--- src/eabc_pkg.sv ---
// package: register map, reset values and field layout of the external area bus configuration
package eabc_pkg;

    // ************************************************************
    // register map: word indices, byte address is four times the index
    // ************************************************************
    localparam logic [15:0] ADDR_AREA_BUS_WIDTH_CTRL    = 16'hfed0;
    localparam logic [15:0] ADDR_AREA_ACCESS_STATE_CTRL = 16'hfed1;
    localparam logic [15:0] ADDR_AREA_WAIT_COUNT_HIGH   = 16'hfed2;
    localparam logic [15:0] ADDR_AREA_WAIT_COUNT_LOW    = 16'hfed3;
    localparam logic [15:0] ADDR_BUS_CTRL_HIGH          = 16'hfed4;
    localparam logic [15:0] ADDR_BUS_CTRL_LOW           = 16'hfed5;
    localparam logic [15:0] ADDR_STATUS                 = 16'hfed8;
    localparam int          REG_COUNT                   = 6;
    localparam int          AREA_COUNT                  = 8;

    // ************************************************************
    // reset values
    // ************************************************************
    localparam logic [7:0] RST_WIDTH_WIDE     = 8'h00;
    localparam logic [7:0] RST_WIDTH_NARROW   = 8'hff;
    localparam logic [7:0] RST_ACCESS_STATE   = 8'hff;
    localparam logic [7:0] RST_WAIT_COUNT     = 8'hff;
    localparam logic [7:0] RST_BUS_CTRL_HIGH  = 8'hd0;
    localparam logic [7:0] RST_BUS_CTRL_LOW   = 8'h3c;

    // ************************************************************
    // operating modes and fields
    // ************************************************************
    localparam logic [2:0] MODE_WIDE_RESET    = 3'h4;
    localparam int         WAIT_FIELD_WIDTH   = 2;
    localparam logic [1:0] HTRANS_NONSEQ      = 2'h2;
    localparam logic [1:0] HTRANS_SEQ         = 2'h3;

    // bus slave phase
    typedef enum logic [0:0] {
        EABC_IDLE  = 1'b0,
        EABC_WRITE = 1'b1
    } eabc_phase_t;

endpackage : eabc_pkg

--- src/eabc_area_decode.sv ---
// module: per-area access shaping for the external access sequencer
`timescale 1ns/1ps
`default_nettype none
module eabc_area_decode
    import eabc_pkg::*;
(
    input  wire logic [7:0] widthBits,
    input  wire logic [7:0] stateBits,
    input  wire logic [15:0] waitBits,
    input  wire logic [2:0] area,
    input  wire logic       normalMode,
    input  wire logic       internalSpace,
    output logic            areaByteWide,
    output logic            areaThreeState,
    output logic [1:0]      areaWaitCount
);

    // ************************************************************
    // area select and per-area decode
    // ************************************************************
    logic [2:0] effArea;

    // normal mode collapses external space onto area 0
    always_comb begin
        effArea = normalMode ? 3'h0 : area;
        areaByteWide   = internalSpace ? 1'b0 : widthBits[effArea];
        areaThreeState = internalSpace ? 1'b0 : stateBits[effArea];
        // waits only where three-state access is chosen
        if (areaThreeState) begin
            areaWaitCount = waitBits[effArea*WAIT_FIELD_WIDTH +: WAIT_FIELD_WIDTH];
        end else begin
            areaWaitCount = 2'h0;
        end
    end

endmodule : eabc_area_decode
`default_nettype wire

--- src/eabc_regs.sv ---
// module: external area bus configuration register bank with AHB-Lite slave
//
// Operation
// - An area width bit of 0 gives 16-bit external access, 1 gives 8-bit access.
// - Power-on reset or hardware standby loads the width register with all ones, or zeros in mode 4.
// - Width and state registers keep their contents through manual reset and software standby.
// - On-chip memory and internal registers use their fixed width whatever the width bits say.
// - An area state bit of 0 gives 2-state access without waits, 1 gives 3-state with waits.
// - On-chip memory and internal registers use their fixed state count whatever the state bits say.
// - Power-on reset or hardware standby sets the state register to all ones.
// - In normal mode only the area 0 width bit matters.
// - In normal mode only the area 0 state bit matters.
// - Six byte registers are decoded at consecutive word indices on address bits 17 to 2.
// - A 3-state area inserts 0 to 3 program waits per its 2-bit wait field.
`timescale 1ns/1ps
`default_nettype none
module eabc_regs
    import eabc_pkg::*;
(
    input  wire logic        clock,
    input  wire logic        resetn,
    input  wire logic        hardwareStandbyn,
    input  wire logic [2:0]  operatingMode,
    input  wire logic        normalMode,
    input  wire logic        hsel,
    input  wire logic [31:0] haddr,
    input  wire logic [1:0]  htrans,
    input  wire logic        hwrite,
    input  wire logic [2:0]  hsize,
    input  wire logic [31:0] hwdata,
    input  wire logic        hready,
    output logic [31:0]      hrdata,
    output logic             hreadyout,
    output logic             hresp,
    input  wire logic [2:0]  accessArea,
    input  wire logic        accessInternal,
    input  wire logic        extWaitRequest,
    output logic             areaByteWide,
    output logic             areaThreeState,
    output logic [1:0]      areaWaitCount,
    output logic             waitRequestAccepted,
    output logic [7:0]       busCtrlHigh,
    output logic [7:0]       busCtrlLow
);

    // ************************************************************
    // state
    // ************************************************************
    typedef struct packed {
        logic [7:0]  widthReg;
        logic [7:0]  stateReg;
        logic [7:0]  waitHigh;
        logic [7:0]  waitLow;
        logic [7:0]  busHigh;
        logic [7:0]  busLow;
        eabc_phase_t phase;
        logic [15:0] wrAddr;
        logic [31:0] rdata;
        logic        waitSync1;
        logic        waitSync2;
        logic        waitAccepted;
        logic        misuseFlag;
    } eabc_state_t;

    eabc_state_t st;
    eabc_state_t next_st;
    logic        addrPhase;
    logic [15:0] lowAddr;
    logic [7:0]  selByte;
    logic [7:0]  rdByte;

    // ************************************************************
    // helpers
    // ************************************************************
    // pick the byte lane that carries an address
    function automatic logic [7:0] laneOf(input logic [31:0] word, input logic [1:0] lane);
        laneOf = word[lane*8 +: 8];
    endfunction : laneOf

    // power-on width value depends on operating mode
    function automatic logic [7:0] widthResetFor(input logic [2:0] mode);
        widthResetFor = (mode == MODE_WIDE_RESET) ? RST_WIDTH_WIDE : RST_WIDTH_NARROW;
    endfunction : widthResetFor

    // register read mux on the lower address bits
    function automatic logic [7:0] readReg(input eabc_state_t s, input logic [15:0] a);
        unique case (a)
            ADDR_AREA_BUS_WIDTH_CTRL:    readReg = s.widthReg;
            ADDR_AREA_ACCESS_STATE_CTRL: readReg = s.stateReg;
            ADDR_AREA_WAIT_COUNT_HIGH:   readReg = s.waitHigh;
            ADDR_AREA_WAIT_COUNT_LOW:    readReg = s.waitLow;
            ADDR_BUS_CTRL_HIGH:          readReg = s.busHigh;
            ADDR_BUS_CTRL_LOW:           readReg = s.busLow;
            ADDR_STATUS:                 readReg = {7'h00, s.misuseFlag};
            default:                     readReg = 8'h00;
        endcase
    endfunction : readReg

    // ************************************************************
    // bus decode
    // ************************************************************
    assign addrPhase = hsel && hready && (htrans == HTRANS_NONSEQ || htrans == HTRANS_SEQ);
    assign lowAddr   = haddr[17:2];                 // word index of the access
    assign rdByte    = readReg(st, lowAddr);
    assign selByte   = laneOf(hwdata, 2'h0);        // each register owns lane 0 of its word

    // next state
    always_comb begin
        next_st = st;
        next_st.waitSync1 = extWaitRequest;
        next_st.waitSync2 = st.waitSync1;
        // outside wait honoured only on 3-state areas
        next_st.waitAccepted = st.waitSync2 && areaThreeState;
        if (st.waitSync2 && !areaThreeState) begin
            next_st.misuseFlag = 1'b1;
        end
        // data phase of a write stores the addressed byte
        if (st.phase == EABC_WRITE) begin
            unique case (st.wrAddr)
                ADDR_AREA_BUS_WIDTH_CTRL:    next_st.widthReg = selByte;
                ADDR_AREA_ACCESS_STATE_CTRL: next_st.stateReg = selByte;
                ADDR_AREA_WAIT_COUNT_HIGH:   next_st.waitHigh = selByte;
                ADDR_AREA_WAIT_COUNT_LOW:    next_st.waitLow  = selByte;
                ADDR_BUS_CTRL_HIGH:          next_st.busHigh  = selByte;
                ADDR_BUS_CTRL_LOW:           next_st.busLow   = selByte;
                ADDR_STATUS:                 next_st.misuseFlag = st.misuseFlag
                                                 & ~selByte[0] | (st.waitSync2 & ~areaThreeState);
                default:                     next_st.busLow   = st.busLow;
            endcase
        end
        next_st.phase = EABC_IDLE;
        if (addrPhase) begin
            next_st.phase  = hwrite ? EABC_WRITE : EABC_IDLE;
            next_st.wrAddr = lowAddr;
            // byte sits in lane 0 of its own word, upper lanes read zero
            next_st.rdata  = {24'h00_0000, rdByte};
        end
        // power-on reset / hardware standby only; manual reset not seen here
        if (!resetn || !hardwareStandbyn) begin
            next_st.widthReg = widthResetFor(operatingMode);
            next_st.stateReg = RST_ACCESS_STATE;
            next_st.waitHigh = RST_WAIT_COUNT;
            next_st.waitLow  = RST_WAIT_COUNT;
            next_st.busHigh  = RST_BUS_CTRL_HIGH;
            next_st.busLow   = RST_BUS_CTRL_LOW;
        end
        if (!resetn) begin
            next_st.phase        = EABC_IDLE;
            next_st.wrAddr       = 16'h0000;
            next_st.rdata        = 32'h0000_0000;
            next_st.waitSync1    = 1'b0;
            next_st.waitSync2    = 1'b0;
            next_st.waitAccepted = 1'b0;
            next_st.misuseFlag   = 1'b0;
        end
    end

    // state register
    always_ff @(posedge clock) begin
        st <= next_st;
    end

    // ************************************************************
    // outputs
    // ************************************************************
    assign hreadyout           = 1'b1;   // zero wait states
    assign hresp               = 1'b0;   // always OKAY
    assign hrdata              = st.rdata;
    assign busCtrlHigh         = st.busHigh;
    assign busCtrlLow          = st.busLow;
    assign waitRequestAccepted = st.waitAccepted;

    // per-area settings to the sequencer
    eabc_area_decode u_decode (
        .widthBits      (st.widthReg),
        .stateBits      (st.stateReg),
        .waitBits       ({st.waitHigh, st.waitLow}),
        .area           (accessArea),
        .normalMode     (normalMode),
        .internalSpace  (accessInternal),
        .areaByteWide   (areaByteWide),
        .areaThreeState (areaThreeState),
        .areaWaitCount  (areaWaitCount)
    );

endmodule : eabc_regs
`default_nettype wire

--- config.mk ---
export PLATFORM = sky130hd
export DESIGN_NAME = eabc_regs
export DESIGN_NICKNAME = d
export VERILOG_FILES = /design/src/eabc_pkg.sv /design/src/eabc_area_decode.sv /design/src/eabc_regs.sv
export SDC_FILE = /design/constraint.sdc
export NUM_CORES = 1
export LEC_CHECK = 0
export ABC_AREA = 1
export BUFFER_PORTS_ARGS = -buffer_cell sky130_fd_sc_hd__buf_2
export CORE_MARGIN = 2
export CORE_UTILIZATION = 55
export DETAILED_ROUTE_END_ITERATION = 8
export MAX_ROUTING_LAYER = met4
export PLACE_DENSITY = 0.86
export REMOVE_ABC_BUFFERS = 1
export SLEW_MARGIN = 20
export SYNTH_ARGS = -nofsm -noshare
export SYNTH_HDL_FRONTEND = slang
export SYNTH_SLANG_ARGS = --single-unit
--- constraint.sdc ---
create_clock -name clock -period 4.55 [get_ports clock]
set_input_delay 0.2275 -clock clock [delete_from_list [all_inputs] [get_ports clock]]
set_output_delay 0.2275 -clock clock [all_outputs]
set_load 0.005 [all_outputs]
==> out/results.ini <==
[status]
status = complete, no violations

[cells_and_area]
mostFrequentLayoutCell = nand2_1
fin_nets = 696
antenna-diode-count = 0
areaGrowthSynthToFinish_pct = 5.98
final_cell_mix = nand2_1, dfxtp_1, buf_2
drive_above_1_share_pct = 21.4

[sta]
slew_violations = 0
post-route-period-util_pct = 43.4
rsz0062_at_grt = false
hold_viol = 0
layout_setup_ws_ns = 2.58
slew_headroom_pct = 54.1
finalSetupTns_ns = 0
worst_clock_skew_ns = 0.00742
fmax_mhz = 507
setup_viol = 0
fin_crit_ns = 1.97
worstMarginPinSlew_ns = 0.685

[routing]
post_drt_wl_per_cell_um = 14.1
vias = 3805
first_pass_iters = 5
final_antenna_net_count = 0
dr.first_iter.drc_count = 345
viasPerCell = 5.29
drc = 0
wl_um = 10100

[pwr]
powerDensity_mw_per_mm2 = 297
p_leak_nw = 2.33
irDropWorstVdd_mv = 0.195

[setup_path]
worst_path_most_repeated_cell = nand2_1
rr_worst_depth = 4
r2r_slack_ns = 2.80
slowest_delay_ns = 0.32
start_kind = input port
cp_cell_sequence = buf_2 > inv_1 > nand2_2 > inv_2 > nand2_1 > nand3_1 > nand2_1 > nand2_1 > nand3_2 > nor3_1 > buf_2
cp_slowest_cell = inv_2
r2r-start = st[51]
path_max_fanout = 18
arrival_ns = 1.75
end_kind = primary output
required_ns = 4.32
cp_num_buf_inv = 4
rr_endpoint = st[94]
path_delay_family = simple AND/OR/NAND/NOR gates
worstSetupPathType = in -> out

[synth]
synth-edff-count = 8
yosys_warnings = 0
ys.flop_type = dfxtp_1
syn_inst = 575
yosys.area.top_type_share_pct = 32.5
ys_top_cells_by_area = dfxtp_1, nand2_1, buf_4
syn_area_mm2 = 0.00424
yosys.area.top_type = dfxtp_1
syn_avg_cell_area_um2 = 7.38
seq_area_frac_synth_pct = 38.2
async_flop_share_pct = 0
synth-seq-cells = 77
synth_cell_types = 34

[cts]
cts-resized-gates = 0
htree_num_levels = 3
cts_buffers = 9
clkSinkCount = 77
ctsLongestPathBuffers = 2
path_clk_slew_ns = 0.08
cts_setup_buffers = 0
clock-root-buffer = clkbuf_8
cts_tree = done
cts-hold-fix-buffers = 0
clkLatencyLatePin_ns = 0.35

[place]
pre_cts_ws_ns = 2.47
hpwl_um = 7280
portBuffers = 68
place_congestion = 0.932

[die]
core.rowCount = 32
core-area_mm2 = 0.00761
dieArea_mm2 = 0.00844
start_util_pct = 55.8
die_h_um = 91.8
die_w_um = 91.8
ios = 139

[worst_hold_path]
holdPathEnd = st[3]
hold_depth = 3
hold_start = extWaitRequest
hold_class = in -> reg

[global_route]
grt_max_degree = 37
grt_use_total_pct = 24.8
grt_pass1_vias = 3446
gr-total-overflow = 0
antenna_found_initial = 0
grt_pass1_wl_um = 16100

[run]
cap_viol_max_count = 0

[stage by stage]
step | utilization (%) | hold slack (ns) | std cells | area (um2) | total power, mW
5_1_grt | 59.1 | 0.0709 | 719 | 4500 | 1.38
6_report | 59.1 | 0.0645 | 719 | 4500 | 1.34
3_5_place_dp | 56.6 | 0.401 | 703 | 4300 | 0.835
2_1_floorplan | - | 0.321 | 531 | 3820 | 0.786
4_1_cts | 59.1 | 0.0578 | 719 | 4490 | 1.34
3_3_place_gp | 56.6 | 0.393 | 703 | 4300 | 0.831
[worst max path at each step]
stage,start,to,slack (ns),cells past startpoint
6_report,normalMode,areaWaitCount[0],2.58,11
5_1_grt,normalMode,areaWaitCount[1],2.42,11
4_1_cts,st[51],st[96],2.46,4
3_5_place_dp,st[51],st[100],2.47,4
3_3_place_gp,st[51],st[100],2.51,4
2_1_floorplan,resetn,st[100],2.74,3
[cell usage after synthesis (6+ instances only)]
| cell | count |
|---|---|
| nand2_1 | 140 |
| nor2_2 | 9 |
| edfxtp_1 | 8 |
| nand3_1 | 52 |
| buf_4 | 51 |
| o211ai_1 | 28 |
| dfxtp_1 | 69 |
| inv_1 | 46 |
| buf_6 | 8 |
| o21ai_0 | 24 |
| a21oi_2 | 6 |
| nand2_2 | 8 |
| a21oi_1 | 31 |
| nor2_1 | 46 |
[worst min-delay path: stages]
cell	delay, ns
buf_2	0.08
nand2_1	0.04
inv_1	0.04
[power by group]
group / internal (mW) / switching, mW / leakage (nW)
sequential: 0.699 / 0.00652 / 0.636
clock: 0.255 / 0.261 / 0.101
combinational: 0.0347 / 0.0815 / 1.60
[per-layer routing]
layer,GRT usage [%],part of all wire (%),wire (um),vias to the layer above
met5,-,0,0,-
met4,8.46,1.5,154,0
met3,4.27,7.9,800,17
met2,40.6,48,4890,184
met1,31.4,42,4260,1723
li1,-,-,-,1881
[sequential cells by signal, summed over array words and instances (netlist names)]
signal               cells
busCtrlLow               8
busCtrlHigh              8
hrdata                   8
waitRequestAccepted      1
st                      52
[final cells by class]
class	count	area, um2
inverters	53	205
well taps	102	128
fillers	709	3110
clock inverters	6	61.3
clock buffers	10	128
multi-input cells	401	2000
flip-flops and latches	77	1620
repair buffers	70	355
[logic make-up (layout without fill, tap and decap cells)]
logic type             count (synthesis)  after routing  synth area share (%)
and+or+nand+nor                      275            275                  29.4
buffers and inverters                121            139                  16.9
AOI/OAI and AO/OA                    100            100                  15.3
DFF                                   77             77                  38.2
other                                  2             26                 0.177
Note: power is estimated with default switching activity, not from simulation.
